## src/inc/mode_ctrl_params.svh

```systemverilog
// constants of the converter control register and its serial access
// assumes inclusion by every file that decodes or drives the register
`ifndef MODE_CTRL_PARAMS_SVH
`define MODE_CTRL_PARAMS_SVH

`define ADDR_BITS 8
`define DATA_BITS 16
`define FRAME_BITS 24
`define CTRL_ADDR 7'h01
`define SOFT_RESET_ADDR 7'h04
`define SOFT_RESET_BIT 0
`define CTRL_RESET 16'h0000
`define STATUS_RESET 10'h078
`define CTRL_WMASK 16'h11bf
`define GROUP_LSB 0
`define PD_LSB 4
`define GRAY_BIT 7
`define BW_BIT 8
`define TEST_BIT 12

`endif

```

## src/inc/mode_ctrl_pkg.sv

```systemverilog
// types shared by the converter control register logic
// assumes mode_ctrl_params.svh supplies the numeric constants
package mode_ctrl_pkg;

	// core grouping, gray coded
	typedef enum logic [1:0]
	{
		GROUP_QUAD = 2'b00,
		GROUP_DUAL = 2'b01,
		GROUP_SINGLE = 2'b11,
		GROUP_COMMON = 2'b10
	} grouping_t;

	// serial frame phases, gray coded
	typedef enum logic [1:0]
	{
		SPI_IDLE = 2'b00,
		SPI_ADDR = 2'b01,
		SPI_DATA = 2'b11,
		SPI_DONE = 2'b10
	} spi_state_t;

	// decoded operating setup driven to the analog cores
	typedef struct packed
	{
		grouping_t grouping;
		logic [1:0] route_sel;
		logic [3:0] core_active;
		logic gray_sel;
		logic input_bw_sel;
		logic test_pattern_en;
	} mode_status_t;

endpackage

```

## src/core/converter_control.sv

```systemverilog
// converter control register with its serial access port and mode decoder
// assumes serial pins are synchronous to mclk and sclk is much slower than mclk
//
// Overview of operation
// - grouping 00xx gives four independent channels
// - codes 0100-0111 give interleaved pairs AC,BC,AD,BD
// - codes 1000-1011 give one channel, output A-D
// - codes 1100-1111 give common input, input A-D
// - powerdown 00 all active (dual: both pair members only), 11 all standby
// - dual mode code 01 idles A/B member
// - code 10 idles C,D or C/D member
// - single or common mode: 01,10 mean full standby
// - coding bit 7, powerdown 5:4, grouping 3:0
// - bit 8 selects nominal or full bandwidth
// - bit 12 routes test pattern to outputs
// - frame: 8-bit address with write flag, 16 data
// - reset pin and soft reset restore defaults
`timescale 1ns/1ps
`include "mode_ctrl_params.svh"

module converter_control
	import mode_ctrl_pkg::*;
(
	input wire logic mclk,
	input wire logic arst_n,
	input wire logic serial_reset_n,
	input wire logic sclk,
	input wire logic csn,
	input wire logic mosi,
	output logic miso,
	input wire logic realign_pulse_p,
	input wire logic realign_pulse_n,
	output mode_status_t mode_status,
	output logic realign_pending
);

	spi_state_t state_q;
	logic sclk_prev_q;
	logic [4:0] bit_cnt_q;
	logic [`FRAME_BITS-2:0] shift_q;
	logic [`ADDR_BITS-1:0] addr_q;
	logic [`DATA_BITS-1:0] out_q;
	logic miso_q;
	logic [`DATA_BITS-1:0] ctrl_q;
	logic [`DATA_BITS-1:0] ctrl_d;
	mode_status_t status_q;
	logic pending_q;
	logic sclk_rise;
	logic sclk_fall;
	logic [`ADDR_BITS-1:0] addr_word;
	logic [`DATA_BITS-1:0] data_word;
	logic frame_end;
	logic wr_ctrl;
	logic soft_rst;
	logic layout_change;
	logic realign_seen;

	// turn the five register fields into the analog setup
	function automatic mode_status_t decode(input logic [`DATA_BITS-1:0] c);
		mode_status_t s;
		logic [1:0] pd;
		logic [3:0] pair;
		logic [3:0] ab_member;
		s = '0;
		pd = c[`PD_LSB +: 2];
		pair = 4'h0;
		ab_member = 4'h0;
		s.route_sel = c[`GROUP_LSB +: 2];
		s.gray_sel = c[`GRAY_BIT];
		s.input_bw_sel = c[`BW_BIT];
		s.test_pattern_en = c[`TEST_BIT];
		case (c[`GROUP_LSB+2 +: 2])
			2'b00:
			begin
				s.grouping = GROUP_QUAD;
				s.route_sel = 2'b00; // low bits ignored here
				case (pd)
					2'b00: s.core_active = 4'hf;
					2'b01: s.core_active = 4'hc;
					2'b10: s.core_active = 4'h3;
					default: s.core_active = 4'h0;
				endcase
			end
			2'b01:
			begin
				s.grouping = GROUP_DUAL;
				ab_member = c[`GROUP_LSB] ? 4'h2 : 4'h1;
				pair = ab_member | (c[`GROUP_LSB+1] ? 4'h8 : 4'h4);
				case (pd)
					2'b00: s.core_active = pair;
					2'b01: s.core_active = pair & ~ab_member;
					2'b10: s.core_active = ab_member;
					default: s.core_active = 4'h0;
				endcase
			end
			2'b10:
			begin
				s.grouping = GROUP_SINGLE;
				s.core_active = (pd == 2'b00) ? 4'hf : 4'h0;
			end
			default:
			begin
				s.grouping = GROUP_COMMON;
				s.core_active = (pd == 2'b00) ? 4'hf : 4'h0;
			end
		endcase
		return s;
	endfunction

	// serial clock edges seen on mclk; sclk idles low, so reset makes no false edge
	assign sclk_rise = sclk & ~sclk_prev_q;
	assign sclk_fall = ~sclk & sclk_prev_q;

	// address and data words as they stand with the bit now arriving
	assign addr_word = {shift_q[`ADDR_BITS-2:0], mosi};
	assign data_word = {shift_q[`DATA_BITS-2:0], mosi};

	// a frame counts only on its last rise; frames cut by csn never get here
	assign frame_end = (state_q == SPI_DATA) && !csn && sclk_rise
		&& (bit_cnt_q == 5'(`FRAME_BITS - 1));
	assign wr_ctrl = frame_end && addr_q[`ADDR_BITS-1]
		&& (addr_q[`ADDR_BITS-2:0] == `CTRL_ADDR);
	assign soft_rst = frame_end && addr_q[`ADDR_BITS-1]
		&& (addr_q[`ADDR_BITS-2:0] == `SOFT_RESET_ADDR)
		&& data_word[`SOFT_RESET_BIT];

	// realign taken only on a true differential pulse
	assign realign_seen = realign_pulse_p & ~realign_pulse_n;

	// previous serial clock level
	always_ff @(posedge mclk or negedge arst_n)
	begin
		if (!arst_n)
			sclk_prev_q <= 1'b0;
		else
			sclk_prev_q <= sclk;
	end

	// frame sequencer: address phase then data phase, chip select aborts
	always_ff @(posedge mclk or negedge arst_n)
	begin
		if (!arst_n)
		begin
			state_q <= SPI_IDLE;
			bit_cnt_q <= 5'h00;
			shift_q <= '0;
			addr_q <= 8'h00;
		end
		else if (csn || !serial_reset_n)
		begin
			state_q <= csn ? SPI_IDLE : SPI_ADDR;
			bit_cnt_q <= 5'h00;
		end
		else
		begin
			if (state_q == SPI_IDLE)
				state_q <= SPI_ADDR;
			if (sclk_rise && (state_q == SPI_ADDR || state_q == SPI_DATA))
			begin
				shift_q <= {shift_q[`FRAME_BITS-3:0], mosi};
				bit_cnt_q <= bit_cnt_q + 5'h01;
				if (state_q == SPI_ADDR && bit_cnt_q == 5'(`ADDR_BITS - 1))
				begin
					addr_q <= addr_word;
					state_q <= SPI_DATA;
				end
				if (frame_end)
					state_q <= SPI_DONE;
			end
		end
	end

	// read data: loaded after the address, shifted out on falling edges
	always_ff @(posedge mclk or negedge arst_n)
	begin
		if (!arst_n)
		begin
			out_q <= 16'h0000;
			miso_q <= 1'b0;
		end
		else if (csn)
		begin
			out_q <= 16'h0000;
			miso_q <= 1'b0;
		end
		else if (sclk_rise && state_q == SPI_ADDR && bit_cnt_q == 5'(`ADDR_BITS - 1))
		begin
			if (!addr_word[`ADDR_BITS-1] && addr_word[`ADDR_BITS-2:0] == `CTRL_ADDR)
				out_q <= ctrl_q;
			else
				out_q <= 16'h0000;
		end
		else if (sclk_fall && state_q == SPI_DATA)
		begin
			miso_q <= out_q[`DATA_BITS-1];
			out_q <= {out_q[`DATA_BITS-2:0], 1'b0};
		end
	end

	// next control value; unused and reserved bits never stored
	always_comb
	begin
		ctrl_d = ctrl_q;
		if (!serial_reset_n || soft_rst)
			ctrl_d = `CTRL_RESET;
		else if (wr_ctrl)
			ctrl_d = data_word & `CTRL_WMASK;
	end

	// control register
	always_ff @(posedge mclk or negedge arst_n)
	begin
		if (!arst_n)
			ctrl_q <= `CTRL_RESET;
		else
			ctrl_q <= ctrl_d;
	end

	// a realign is owed after layout change or test enable; set beats clear
	assign layout_change = (ctrl_d[5:0] != ctrl_q[5:0])
		|| (ctrl_d[`TEST_BIT] && !ctrl_q[`TEST_BIT]);
	always_ff @(posedge mclk or negedge arst_n)
	begin
		if (!arst_n)
			pending_q <= 1'b0;
		else
			pending_q <= layout_change || (pending_q && !realign_seen);
	end

	// registered decode of the stored fields
	always_ff @(posedge mclk or negedge arst_n)
	begin
		if (!arst_n)
			status_q <= mode_status_t'(`STATUS_RESET); // decode of the default fields
		else
			status_q <= decode(ctrl_q);
	end

	// outputs straight from their flip-flops
	assign miso = miso_q;
	assign mode_status = status_q;
	assign realign_pending = pending_q;

endmodule

```

## config.mk

```make
export PLATFORM = sky130hd
export DESIGN_NAME = converter_control
export DESIGN_NICKNAME = d
export VERILOG_FILES = /design/src/inc/mode_ctrl_pkg.sv /design/src/core/converter_control.sv
export VERILOG_INCLUDE_DIRS = /design/src /design/src/inc
export SDC_FILE = /design/constraint.sdc
export NUM_CORES = 1
export LEC_CHECK = 0
export BUFFER_PORTS_ARGS = -buffer_cell sky130_fd_sc_hd__buf_2
export CAP_MARGIN = 30
export CORE_UTILIZATION = 55
export DETAILED_ROUTE_END_ITERATION = 12
export GPL_TIMING_DRIVEN = 0
export PLACE_DENSITY = 0.84
export SETUP_SLACK_MARGIN = 0.15
export SKIP_LAST_GASP = 1
export SLEW_MARGIN = 10
export SYNTH_ARGS = -nofsm -noshare
export SYNTH_HDL_FRONTEND = slang
export SYNTH_SLANG_ARGS = --single-unit
```

## constraint.sdc

```tcl
create_clock -name mclk -period 2.37 [get_ports mclk]
set_clock_uncertainty 0.1 [all_clocks]
set_input_delay 0.474 -clock mclk [delete_from_list [all_inputs] [get_ports mclk]]
set_output_delay 0.474 -clock mclk [all_outputs]
set_load 0.005 [all_outputs]
```

==> run_results.csv, run 1 <==
group,metric,value,unit
status,status,"complete, no violations",
min_path,hold_path.class,"in -> async",
critical_path,path_cells,"or4bb_1, or4_4, buf_8, o31ai_4, buf_6, a21oi_1",
floorplanning,core-area,4880,µm²
layout,nets,328,
clocking,cts_buffers,9,
critical_path,worstSetupPathType,"reg -> reg",
floorplanning,ioPinCount,21,
global_route,grt_overflow_total,0,
layout,drive_gt1_share,20.9,%
place,gp_routability_congestion,0.873,
clocking,clock-root-buffer,"clkbuf_8",
layout,diodes,0,
timing,slew_violations,0,
critical_path,max_stage_delay,510,ps
global_route,antenna_found_initial,0,
critical_path,slowest_stage,"or4bb_1",
timing,finalSetupViolCount,0,
timing,worst_pin_slew,798,ps
critical_path,timing.rr.end,"ctrl_q[2]",
drt,postRouteAntennaNets,0,
critical_path,crit_path_start_kind,"flip-flop",
critical_path,critPathLaunch,"state_q[1]",
layout,syn2layout_area_growth,17.0,%
floorplanning,die_h,74.4,µm
critical_path,crit_required,2490,ps
logic_synthesis,ys_seq_area_share,57.5,%
drt,wire_per_inst,15.4,µm
clocking,clockBufferDepth,2,
global_route,grt_first_pass_wirelength,9890,µm
logic_synthesis,avgSynthCellArea,10.4,µm²
critical_path,critPathCapture,"ctrl_q[2]",
critical_path,crit_cells,6,
clocking,clock-sinks,66,
global_route,grt_max_degree,67,
critical_path,path_buf_inv,2,
logic_synthesis,synth_cell_type_count,45,
logic_synthesis,syn_area,2880,µm²
place,dpl.cell_count,365,
drt,vias,2200,
drt,drt-total-wl,5950,µm
floorplanning,die_x,74.4,µm
critical_path,reg2reg_depth,6,
critical_path,reg2reg_from,"state_q[1]",
timing,relSlewSlack,46.8,%
critical_path,arrival,2320,ps
flow_run,drv_cap,0,
global_route,grt_usage,24.1,%
place,place_hpwl,3770,µm
drt,via_per_inst,5.68,
critical_path,rrSetupSlack,170,ps
logic_synthesis,synthCells,278,
logic_synthesis,mappedNetlistNets,291,
logic_synthesis,synth_edf_count,0,
logic_synthesis,ys_ff_latch,66,
logic_synthesis,synth-warning-count,0,
drt,drtIter0Drc,180,
timing,max_freq,455,MHz
place,post-place-ws,-140,ps
floorplanning,die_area,5530,µm²
power_and_ir_drop,p_leak,0.00153,µW
place,io_buffer_count,20,
critical_path,end_kind,"flip-flop",
floorplanning,fp-row-count,25,
drt,dr.pass1.iters,4,
power_and_ir_drop,power.density,715,nW/µm²
clocking,cts.clk_slew.worst_paths,80,ps
clocking,cts_tree,"built",
timing,hold_violations,0,
clocking,htree_levels,3,
timing,min_period,2200,ps
power_and_ir_drop,fin_total_pwr,2410,µW
global_route,grt_pass1_vias,2164,
critical_path,cp_max_fo,9,
power_and_ir_drop,vdd_drop_max,0.489,mV
timing,final.setup.worst_slack,172,ps
clocking,clk_latency,350,ps
logic_synthesis,ys.flop_type,"dfrtp_1",
drt,drc,0,
logic_synthesis,ys_async_sr_fraction,100,%
floorplanning,initial_core_util,59.0,%
timing,rsz0062_at_grt,"yes",
layout,instances_no_fill,387,
critical_path,path_delay_family,"simple AND/OR/NAND/NOR gates",
timing,period_share,92.7,%
through the flow:
step | utilization, % | hold slack [ps] | TNS (ps) | area (µm²)
floorplan | - | 78.4 | 0 | 2880
global placement | 62.8 | 307 | -893 | 3060
detailed placement | 62.8 | 306 | -1180 | 3070
CTS | 67.8 | 144 | 0 | 3310
global route | 69.1 | 161 | 0 | 3370
finish | 69.1 | 96.0 | 0 | 3370
cell usage after synthesis (2+ instances only):
cell type   n  area, µm²
dfstp_2     4        105
clkbuf_1    9       33.8
nor2_1     21       78.8
mux2_2      8       90.1
ha_1        5       62.6
mux2i_1     4       40.0
or4_1       2       15.0
nand4_1     2       12.5
nand2b_1    4       25.0
o22ai_1     2       12.5
nor3_1      2       10.0
nor2b_1     4       25.0
a22oi_1     9       67.6
a21oi_1    18       90.1
nor4_1      2       12.5
o21ai_0    31        155
inv_1      11       41.3
nand3_1     8       40.0
dfrtp_1    62       1550
nand2_1    42        158
a32o_1      2       20.0
xor2_1      3       26.3
how the worst min path moves through the flow:
stage          cells past startpoint  slack [ps]  startpoint             end
4_1_cts                            1         140      arst_n       out_q[14]
6_report                           1         100      arst_n       out_q[14]
3_3_place_gp                       0         310   ctrl_q[8]  mode_status[1]
3_5_place_dp                       0         310   ctrl_q[8]  mode_status[1]
2_1_floorplan                      0          80      arst_n       addr_q[0]
5_1_grt                            1         160        sclk     sclk_prev_q
what timing repair did:
item	CTS	global route
buffers inserted	2	4
endpoints found under the setup margin	18	28
hold buffers	0	0
gates resized for setup	3	11
pin swaps	1	2
sequential cells by signal (all words and copies together), names as in the netlist:
register	cells
out_q	16
bit_cnt_q	5
sclk_prev_q	1
addr_q	8
ctrl_q	9
miso	1
state_q	2
realign_pending	1
shift_q	12
mode_status	11
power breakdown:
part	switching [µW]	internal, µW	total, µW
Combinational	93.4	53.5	147
Sequential	54.9	1170	1230
Clock	444	592	1040
Total	593	1820	2410
worst register-to-register path, cell delays in order (launching register included):
cell     delay (ps)
dfrtp_2         450
or4bb_1         510
or4_4           430
buf_8           160
o31ai_4         230
buf_6           160
a21oi_1          40
placed cells by master, fill, tap and decap left out, drive strengths merged, types with 3 or more instances in the layout:
cell type,synthesis,routed
inv,11,12
xor2,3,3
buf,3,29
nand2,42,42
a22oi,9,9
nand2b,4,4
a21oi,18,18
nor2,22,22
nand3,8,8
dfstp,4,4
mux2,8,8
clkbuf,9,18
clkinv,0,4
o21ai,32,32
dfrtp,62,62
ha,5,5
mux2i,4,4
nor2b,4,4
cell families after synthesis:
| group | Yosys count | share of synthesized area [%] |
|---|---|---|
| flip-flops | 66 | 57.5 |
| buffers and inverters | 23 | 3.30 |
| XOR/XNOR | 4 | 1.22 |
| adder cells (fa/ha/maj) | 5 | 2.17 |
| AO/OA/AOI/OAI | 72 | 15.3 |
| AND/OR/NAND/NOR | 96 | 16.0 |
| multiplexers | 12 | 4.52 |
routing by layer:
layer / up-vias / share of wire [%] / global-route usage, %
met1: 1065 / 45 / 31.0
met2: 59 / 49 / 36.7
met4: 0 / 2.8 / 17.0
met5: - / 0 / 0
met3: 21 / 3.8 / 4.74
li1: 1055 / - / -
cell type report:
class,count,area [µm²]
inverter,11,41.3
tap,67,83.8
sequential,66,1660
clock buffer,9,124
clock inverter,7,92.6
multi-input combinational,189,1150
buffer,12,61.3
timing repair buffer,26,155
fill,354,1510
(Power assumes the default switching activity.)
==> inputs of run 2 (changes only) <==
--- a/config.mk
+++ b/config.mk
@@ -6,6 +6,7 @@
 export SDC_FILE = /design/constraint.sdc
 export NUM_CORES = 1
 export LEC_CHECK = 0
+export ABC_AREA = 1
 export BUFFER_PORTS_ARGS = -buffer_cell sky130_fd_sc_hd__buf_2
 export CAP_MARGIN = 30
 export CORE_UTILIZATION = 55
==> run_results.csv, run 2 <==
group,metric,value,unit
status,status,"complete, no violations",
timing,finalSetupViolCount,0,
logic_synthesis,syn_area,3120,µm²
layout,drive_gt1_share,22.1,%
power_and_ir_drop,p_leak,0.00167,µW
drt,drtIter0Drc,160,
drt,vias,2337,
logic_synthesis,ys_seq_area_share,53.1,%
floorplanning,die_area,5980,µm²
logic_synthesis,synth_most_common_cell,"dfrtp_1",
clocking,clock-sinks,66,
critical_path,slowest_stage,"dfrtp_1",
logic_synthesis,mappedNetlistNets,345,
critical_path,end_kind,"flip-flop",
layout,largest_reg_flops,16,
clocking,post_cts_buffers,0,
critical_path,worstSetupPathType,"reg -> reg",
clocking,cts_buffers,9,
logic_synthesis,avgSynthCellArea,9.40,µm²
drt,postRouteAntennaNets,0,
floorplanning,die_x,77.3,µm
global_route,grt_pass1_vias,2312,
min_path,hold_path.class,"in -> async",
layout,largest-register,"out_q",
timing,rsz0062_at_grt,"no",
drt,dr.pass1.iters,4,
critical_path,path_cells,"ha_1, nand2_2, nor2_4, nand4_2, nor2_2, buf_4, nand2_2, nand3_2, nand2_1, nand2_1, nand2_1, nor2_1, nand2_1",
critical_path,path_delay_family,"simple AND/OR/NAND/NOR gates",
floorplanning,ioPinCount,21,
timing,max_freq,495,MHz
logic_synthesis,ys.flop_type,"dfrtp_1",
clocking,cts_tree,"built",
critical_path,arrival,2150,ps
layout,stdcell_area,3540,µm²
drt,via_per_inst,5.34,
clocking,ctsHoldBuffers,0,
logic_synthesis,synthCells,332,
place,gp_routability_congestion,0.838,
place,place_hpwl,4230,µm
critical_path,crit_required,2500,ps
clocking,htree_levels,3,
critical_path,crit_top_cell,"nand2_1",
drt,drt-total-wl,6030,µm
flow_run,drv_cap,0,
timing,slew_violations,0,
logic_synthesis,yosys-top-cells-count,"dfrtp_1 (62), nand2_1 (56), inv_1 (37)",
global_route,grt_overflow_total,0,
timing,period_share,85.3,%
critical_path,max_stage_delay,380,ps
logic_synthesis,synth_edf_count,0,
layout,nets,376,
power_and_ir_drop,power.density,689,nW/µm²
floorplanning,fp-row-count,27,
layout,final_common_cell,"dfrtp_1",
logic_synthesis,synth_area_leaders,"dfrtp_1 (50%), nand2_1 (6.7%), inv_1 (4.5%)",
timing,min_period,2020,ps
place,io_buffer_count,20,
power_and_ir_drop,vdd_drop_max,0.505,mV
critical_path,cp_max_fo,10,
drt,drc,0,
clocking,clockBufferDepth,2,
global_route,grt_first_pass_wirelength,10700,µm
clocking,cts.clk_slew.worst_paths,70,ps
layout,final_cell_mix,"dfrtp_1 (62), nand2_1 (56), inv_1 (37)",
clocking,clock-root-buffer,"clkbuf_8",
global_route,antenna_found_initial,0,
critical_path,crit_path_start_kind,"flip-flop",
clocking,clk_latency,340,ps
place,placed_area,3310,µm²
logic_synthesis,synth-warning-count,0,
timing,hold_violations,0,
critical_path,reg2reg_depth,13,
critical_path,path_buf_inv,1,
timing,hold_slack,121,ps
layout,diodes,0,
layout,nFillCells,451,
timing,relSlewSlack,46.5,%
drt,wire_per_inst,13.8,µm
global_route,grt_usage,23.4,%
power_and_ir_drop,fin_total_pwr,2440,µW
logic_synthesis,ys_ff_latch,66,
critical_path,crit_cells,13,
timing,worst_pin_slew,803,ps
floorplanning,core-area,5470,µm²
logic_synthesis,synth_top_area_share,49.7,%
layout,final_core_util,64.6,%
logic_synthesis,yosysTopAreaCell,"dfrtp_1",
layout,syn2layout_area_growth,13.4,%
logic_synthesis,ys_async_sr_fraction,100,%
logic_synthesis,synth_cell_type_count,38,
floorplanning,die_h,77.3,µm
timing,fin_tns_setup,0,ps
floorplanning,initial_core_util,57.0,%
global_route,grt_max_degree,67,
[run 2: changes by cell type in the layout (fill, tap and decap cells not counted), moves of 14 or more]
cell     delta
nand3_1    +16
inv_1      +26
nand2_1    +14
o21ai_0    -14
[run 2: logic make-up (layout without fill, tap and decap cells)]
family                   count (synthesis)  in the layout  share of synthesized area (%)
buffers and inverters                   58             92                           7.90
AND/OR/NAND/NOR                        132            132                           22.2
adder cells (fa/ha/maj)                  5              5                           2.01
AO/OA/AOI/OAI                           70             70                           14.5
XOR/XNOR                                 1              1                          0.281
flip-flops                              66             66                           53.1
[run 2: worst register-to-register path, cell delays in order (launching register included)]
cell     delay (ps)
dfrtp_1         380
ha_1            240
nand2_2          90
nor2_4          130
nand4_2         150
nor2_2          160
buf_4           190
nand2_2          80
nand3_2          90
nand2_1          50
nand2_1          50
nand2_1          50
nor2_1           90
nand2_1          60
[run 2: power by group]
group | leakage (µW) | switching [µW] | total [µW] | internal (µW)
Sequential | 0.000877 | 39.2 | 1220 | 1180
Combinational | 0.000682 | 112 | 151 | 38.5
Clock | 0.000115 | 399 | 1070 | 667
Total | 0.00167 | 551 | 2440 | 1890
[run 2: through the flow]
step | setup slack [ps] | instances
after detailed placement | 246 | 424
after floorplan | 594 | 332
after global routing | 160 | 438
after CTS | 343 | 438
final | 349 | 438
after global placement | 276 | 424
[run 2: per-layer routing]
layer / wire, µm / vias up / GRT usage (%)
met1: 2740 / 1097 / 30.4
met5: 0 / - / 0
met2: 2860 / 60 / 35.8
met3: 301 / 11 / 6.55
li1: - / 1169 / -
met4: 140 / 0 / 11.7
[run 2: layout make-up]
type | instances | area, µm² | share of cell area (%)
sequential | 66 | 1660 | 46.8
multi-input combinational | 208 | 1220 | 34.4
inverter | 48 | 185 | 5.24
clock buffer | 12 | 165 | 4.67
timing repair buffer | 20 | 103 | 2.90
tap | 72 | 90.1 | 2.55
buffer | 10 | 61.3 | 1.73
clock inverter | 2 | 60.1 | 1.70
[run 2: timing repair]
| item | 4_1_cts | 5_1_grt |
|---|---|---|
| hold endpoints to repair | 0 | 0 |
| resized for setup | 0 | 0 |
| endpoints found under the setup margin | 0 | 1 |
[run 2: final timing paths]
check | start | end | slack [ps]
min in group mclk | sclk | sclk_prev_q | 180
max | bit_cnt_q[0] | realign_pending | 350
min | arst_n | out_q[12] | 120
max reg2reg | bit_cnt_q[0] | realign_pending | 350
max in group asynchronous | arst_n | bit_cnt_q[3] | 1520
min reg2reg | ctrl_q[8] | mode_status[1] | 330
==> inputs of run 3 (changes only) <==
--- a/config.mk
+++ b/config.mk
@@ -6,13 +6,12 @@
 export SDC_FILE = /design/constraint.sdc
 export NUM_CORES = 1
 export LEC_CHECK = 0
-export ABC_AREA = 1
 export BUFFER_PORTS_ARGS = -buffer_cell sky130_fd_sc_hd__buf_2
 export CAP_MARGIN = 30
-export CORE_UTILIZATION = 55
+export CORE_UTILIZATION = 59
 export DETAILED_ROUTE_END_ITERATION = 12
 export GPL_TIMING_DRIVEN = 0
-export PLACE_DENSITY = 0.84
+export PLACE_DENSITY = 0.88
 export SETUP_SLACK_MARGIN = 0.15
 export SKIP_LAST_GASP = 1
 export SLEW_MARGIN = 10
==> run_results.csv, run 3 (synthesis results as in run 1) <==
group,metric,value,unit
layout,final_common_cell,"dfrtp_1",
floorplanning,fp-row-count,25,
layout,diodes,0,
global_route,grt_usage,25.3,%
global_route,grt_max_degree,67,
floorplanning,ioPinCount,21,
layout,nets,328,
status,status,"complete, no violations",
drt,drtIter0Drc,204,
clocking,cts_tree,"built",
clocking,clockBufferDepth,2,
floorplanning,die_area,5170,µm²
critical_path,worstSetupPathType,"reg -> reg",
clocking,cts.clk_slew.worst_paths,70,ps
clocking,clock-sinks,66,
critical_path,crit_path_start_kind,"flip-flop",
timing,relSlewSlack,47.8,%
timing,worst_pin_slew,783,ps
layout,final_cell_mix,"dfrtp_1 (61), nand2_1 (41), o21ai_0 (31)",
floorplanning,die_x,71.9,µm
critical_path,end_kind,"flip-flop",
layout,multi_input_comb_area,1160,µm²
drt,dr.pass1.iters,4,
layout,drive_gt1_share,20.6,%
critical_path,crit_required,2490,ps
timing,max_freq,443,MHz
global_route,grt_overflow_total,0,
drt,wire_per_inst,15.2,µm
global_route,grt_first_pass_wirelength,9890,µm
drt,via_per_inst,5.80,
drt,postRouteAntennaNets,0,
drt,drc,0,
floorplanning,core-area,4720,µm²
layout,largest-register,"out_q",
min_path,hold_path.class,"in -> async",
clocking,clk_latency,340,ps
power_and_ir_drop,p_leak,0.00152,µW
place,gp_routability_congestion,0.866,
global_route,antenna_found_initial,0,
clocking,cts_buffers,9,
power_and_ir_drop,power.density,686,nW/µm²
place,io_buffer_count,20,
clocking,htree_levels,3,
timing,finalSetupViolCount,0,
drt,vias,2246,
timing,period_share,95.1,%
layout,syn2layout_area_growth,16.4,%
clocking,clock-root-buffer,"clkbuf_8",
floorplanning,die_h,71.9,µm
timing,slew_violations,0,
timing,final.setup.worst_slack,115,ps
global_route,grt_pass1_vias,2186,
power_and_ir_drop,vdd_drop_max,0.380,mV
timing,rsz0062_at_grt,"yes",
place,post-place-ws,-154,ps
timing,fin_tns_setup,0,ps
place,place_hpwl,3860,µm
timing,min_period,2250,ps
critical_path,cp_max_fo,10,
floorplanning,initial_core_util,61.0,%
layout,nFillCells,319,
drt,drt-total-wl,5880,µm
flow_run,drv_cap,0,
layout,final-seq-area,1660,µm²
timing,hold_violations,0,
layout,largest_reg_flops,16,
critical_path,arrival,2370,ps
-- run 3: worst paths after layout --
kind | start | to | slack [ps] | depth (start not counted)
min | arst_n | mode_status[9] | 130 | 1
min in group mclk | sclk | sclk_prev_q | 180 | 1
min reg2reg | ctrl_q[7] | mode_status[2] | 330 | 0
max in group asynchronous | arst_n | state_q[1] | 1500 | 1
max reg2reg | addr_q[5] | ctrl_q[0] | 120 | 6
max | addr_q[5] | ctrl_q[0] | 120 | 6
-- run 3: report_power, final --
part	switching (µW)	total (µW)	internal, µW
Sequential	50.5	1220	1170
Combinational	92.5	144	51.1
Clock	391	934	543
-- run 3: layout make-up --
class,count,share of cell area [%]
buffer,12,1.90
clock buffer,14,4.85
clock inverter,2,1.04
inverter,11,1.23
multi-input combinational,189,34.5
sequential,66,49.4
tap,67,2.50
timing repair buffer,26,4.51
-- run 3: worst max-delay path, cell delays in order, from the launching register on --
cell and delay (ps):
dfrtp_1 380, or4_1 530, or4_4 510, buf_6 170, o31ai_4 230, buf_6 170, a21oi_1 60
-- run 3: layer usage --
layer  up-vias  share of wire [%]  GRT usage, %
li1       1047                  -             -
met1      1100                 42          31.8
met2        79                 50          40.8
met3        20                4.2          4.08
met4         0                3.4          16.1
met5         -                  0             0
-- run 3: metrics by stage --
stage / total power (µW) / hold slack [ps] / area [µm²] / std cells / utilization [%]
final: 2300 / 127 / 3350 / 387 / 71.0
after global routing: 2390 / 182 / 3350 / 387 / 71.0
after global placement: 1370 / 306 / 3060 / 365 / 64.9
after detailed placement: 1380 / 301 / 3070 / 365 / 64.9
after CTS: 2310 / 148 / 3290 / 383 / 69.7
after floorplan: 1310 / 78.4 / 2880 / 278 / -
-- run 3: timing repair --
action	in CTS	in global routing
resized for setup	5	14
buffers inserted	2	4
pin swaps	2	0
hold buffers	0	0
endpoints found under the setup margin	23	29
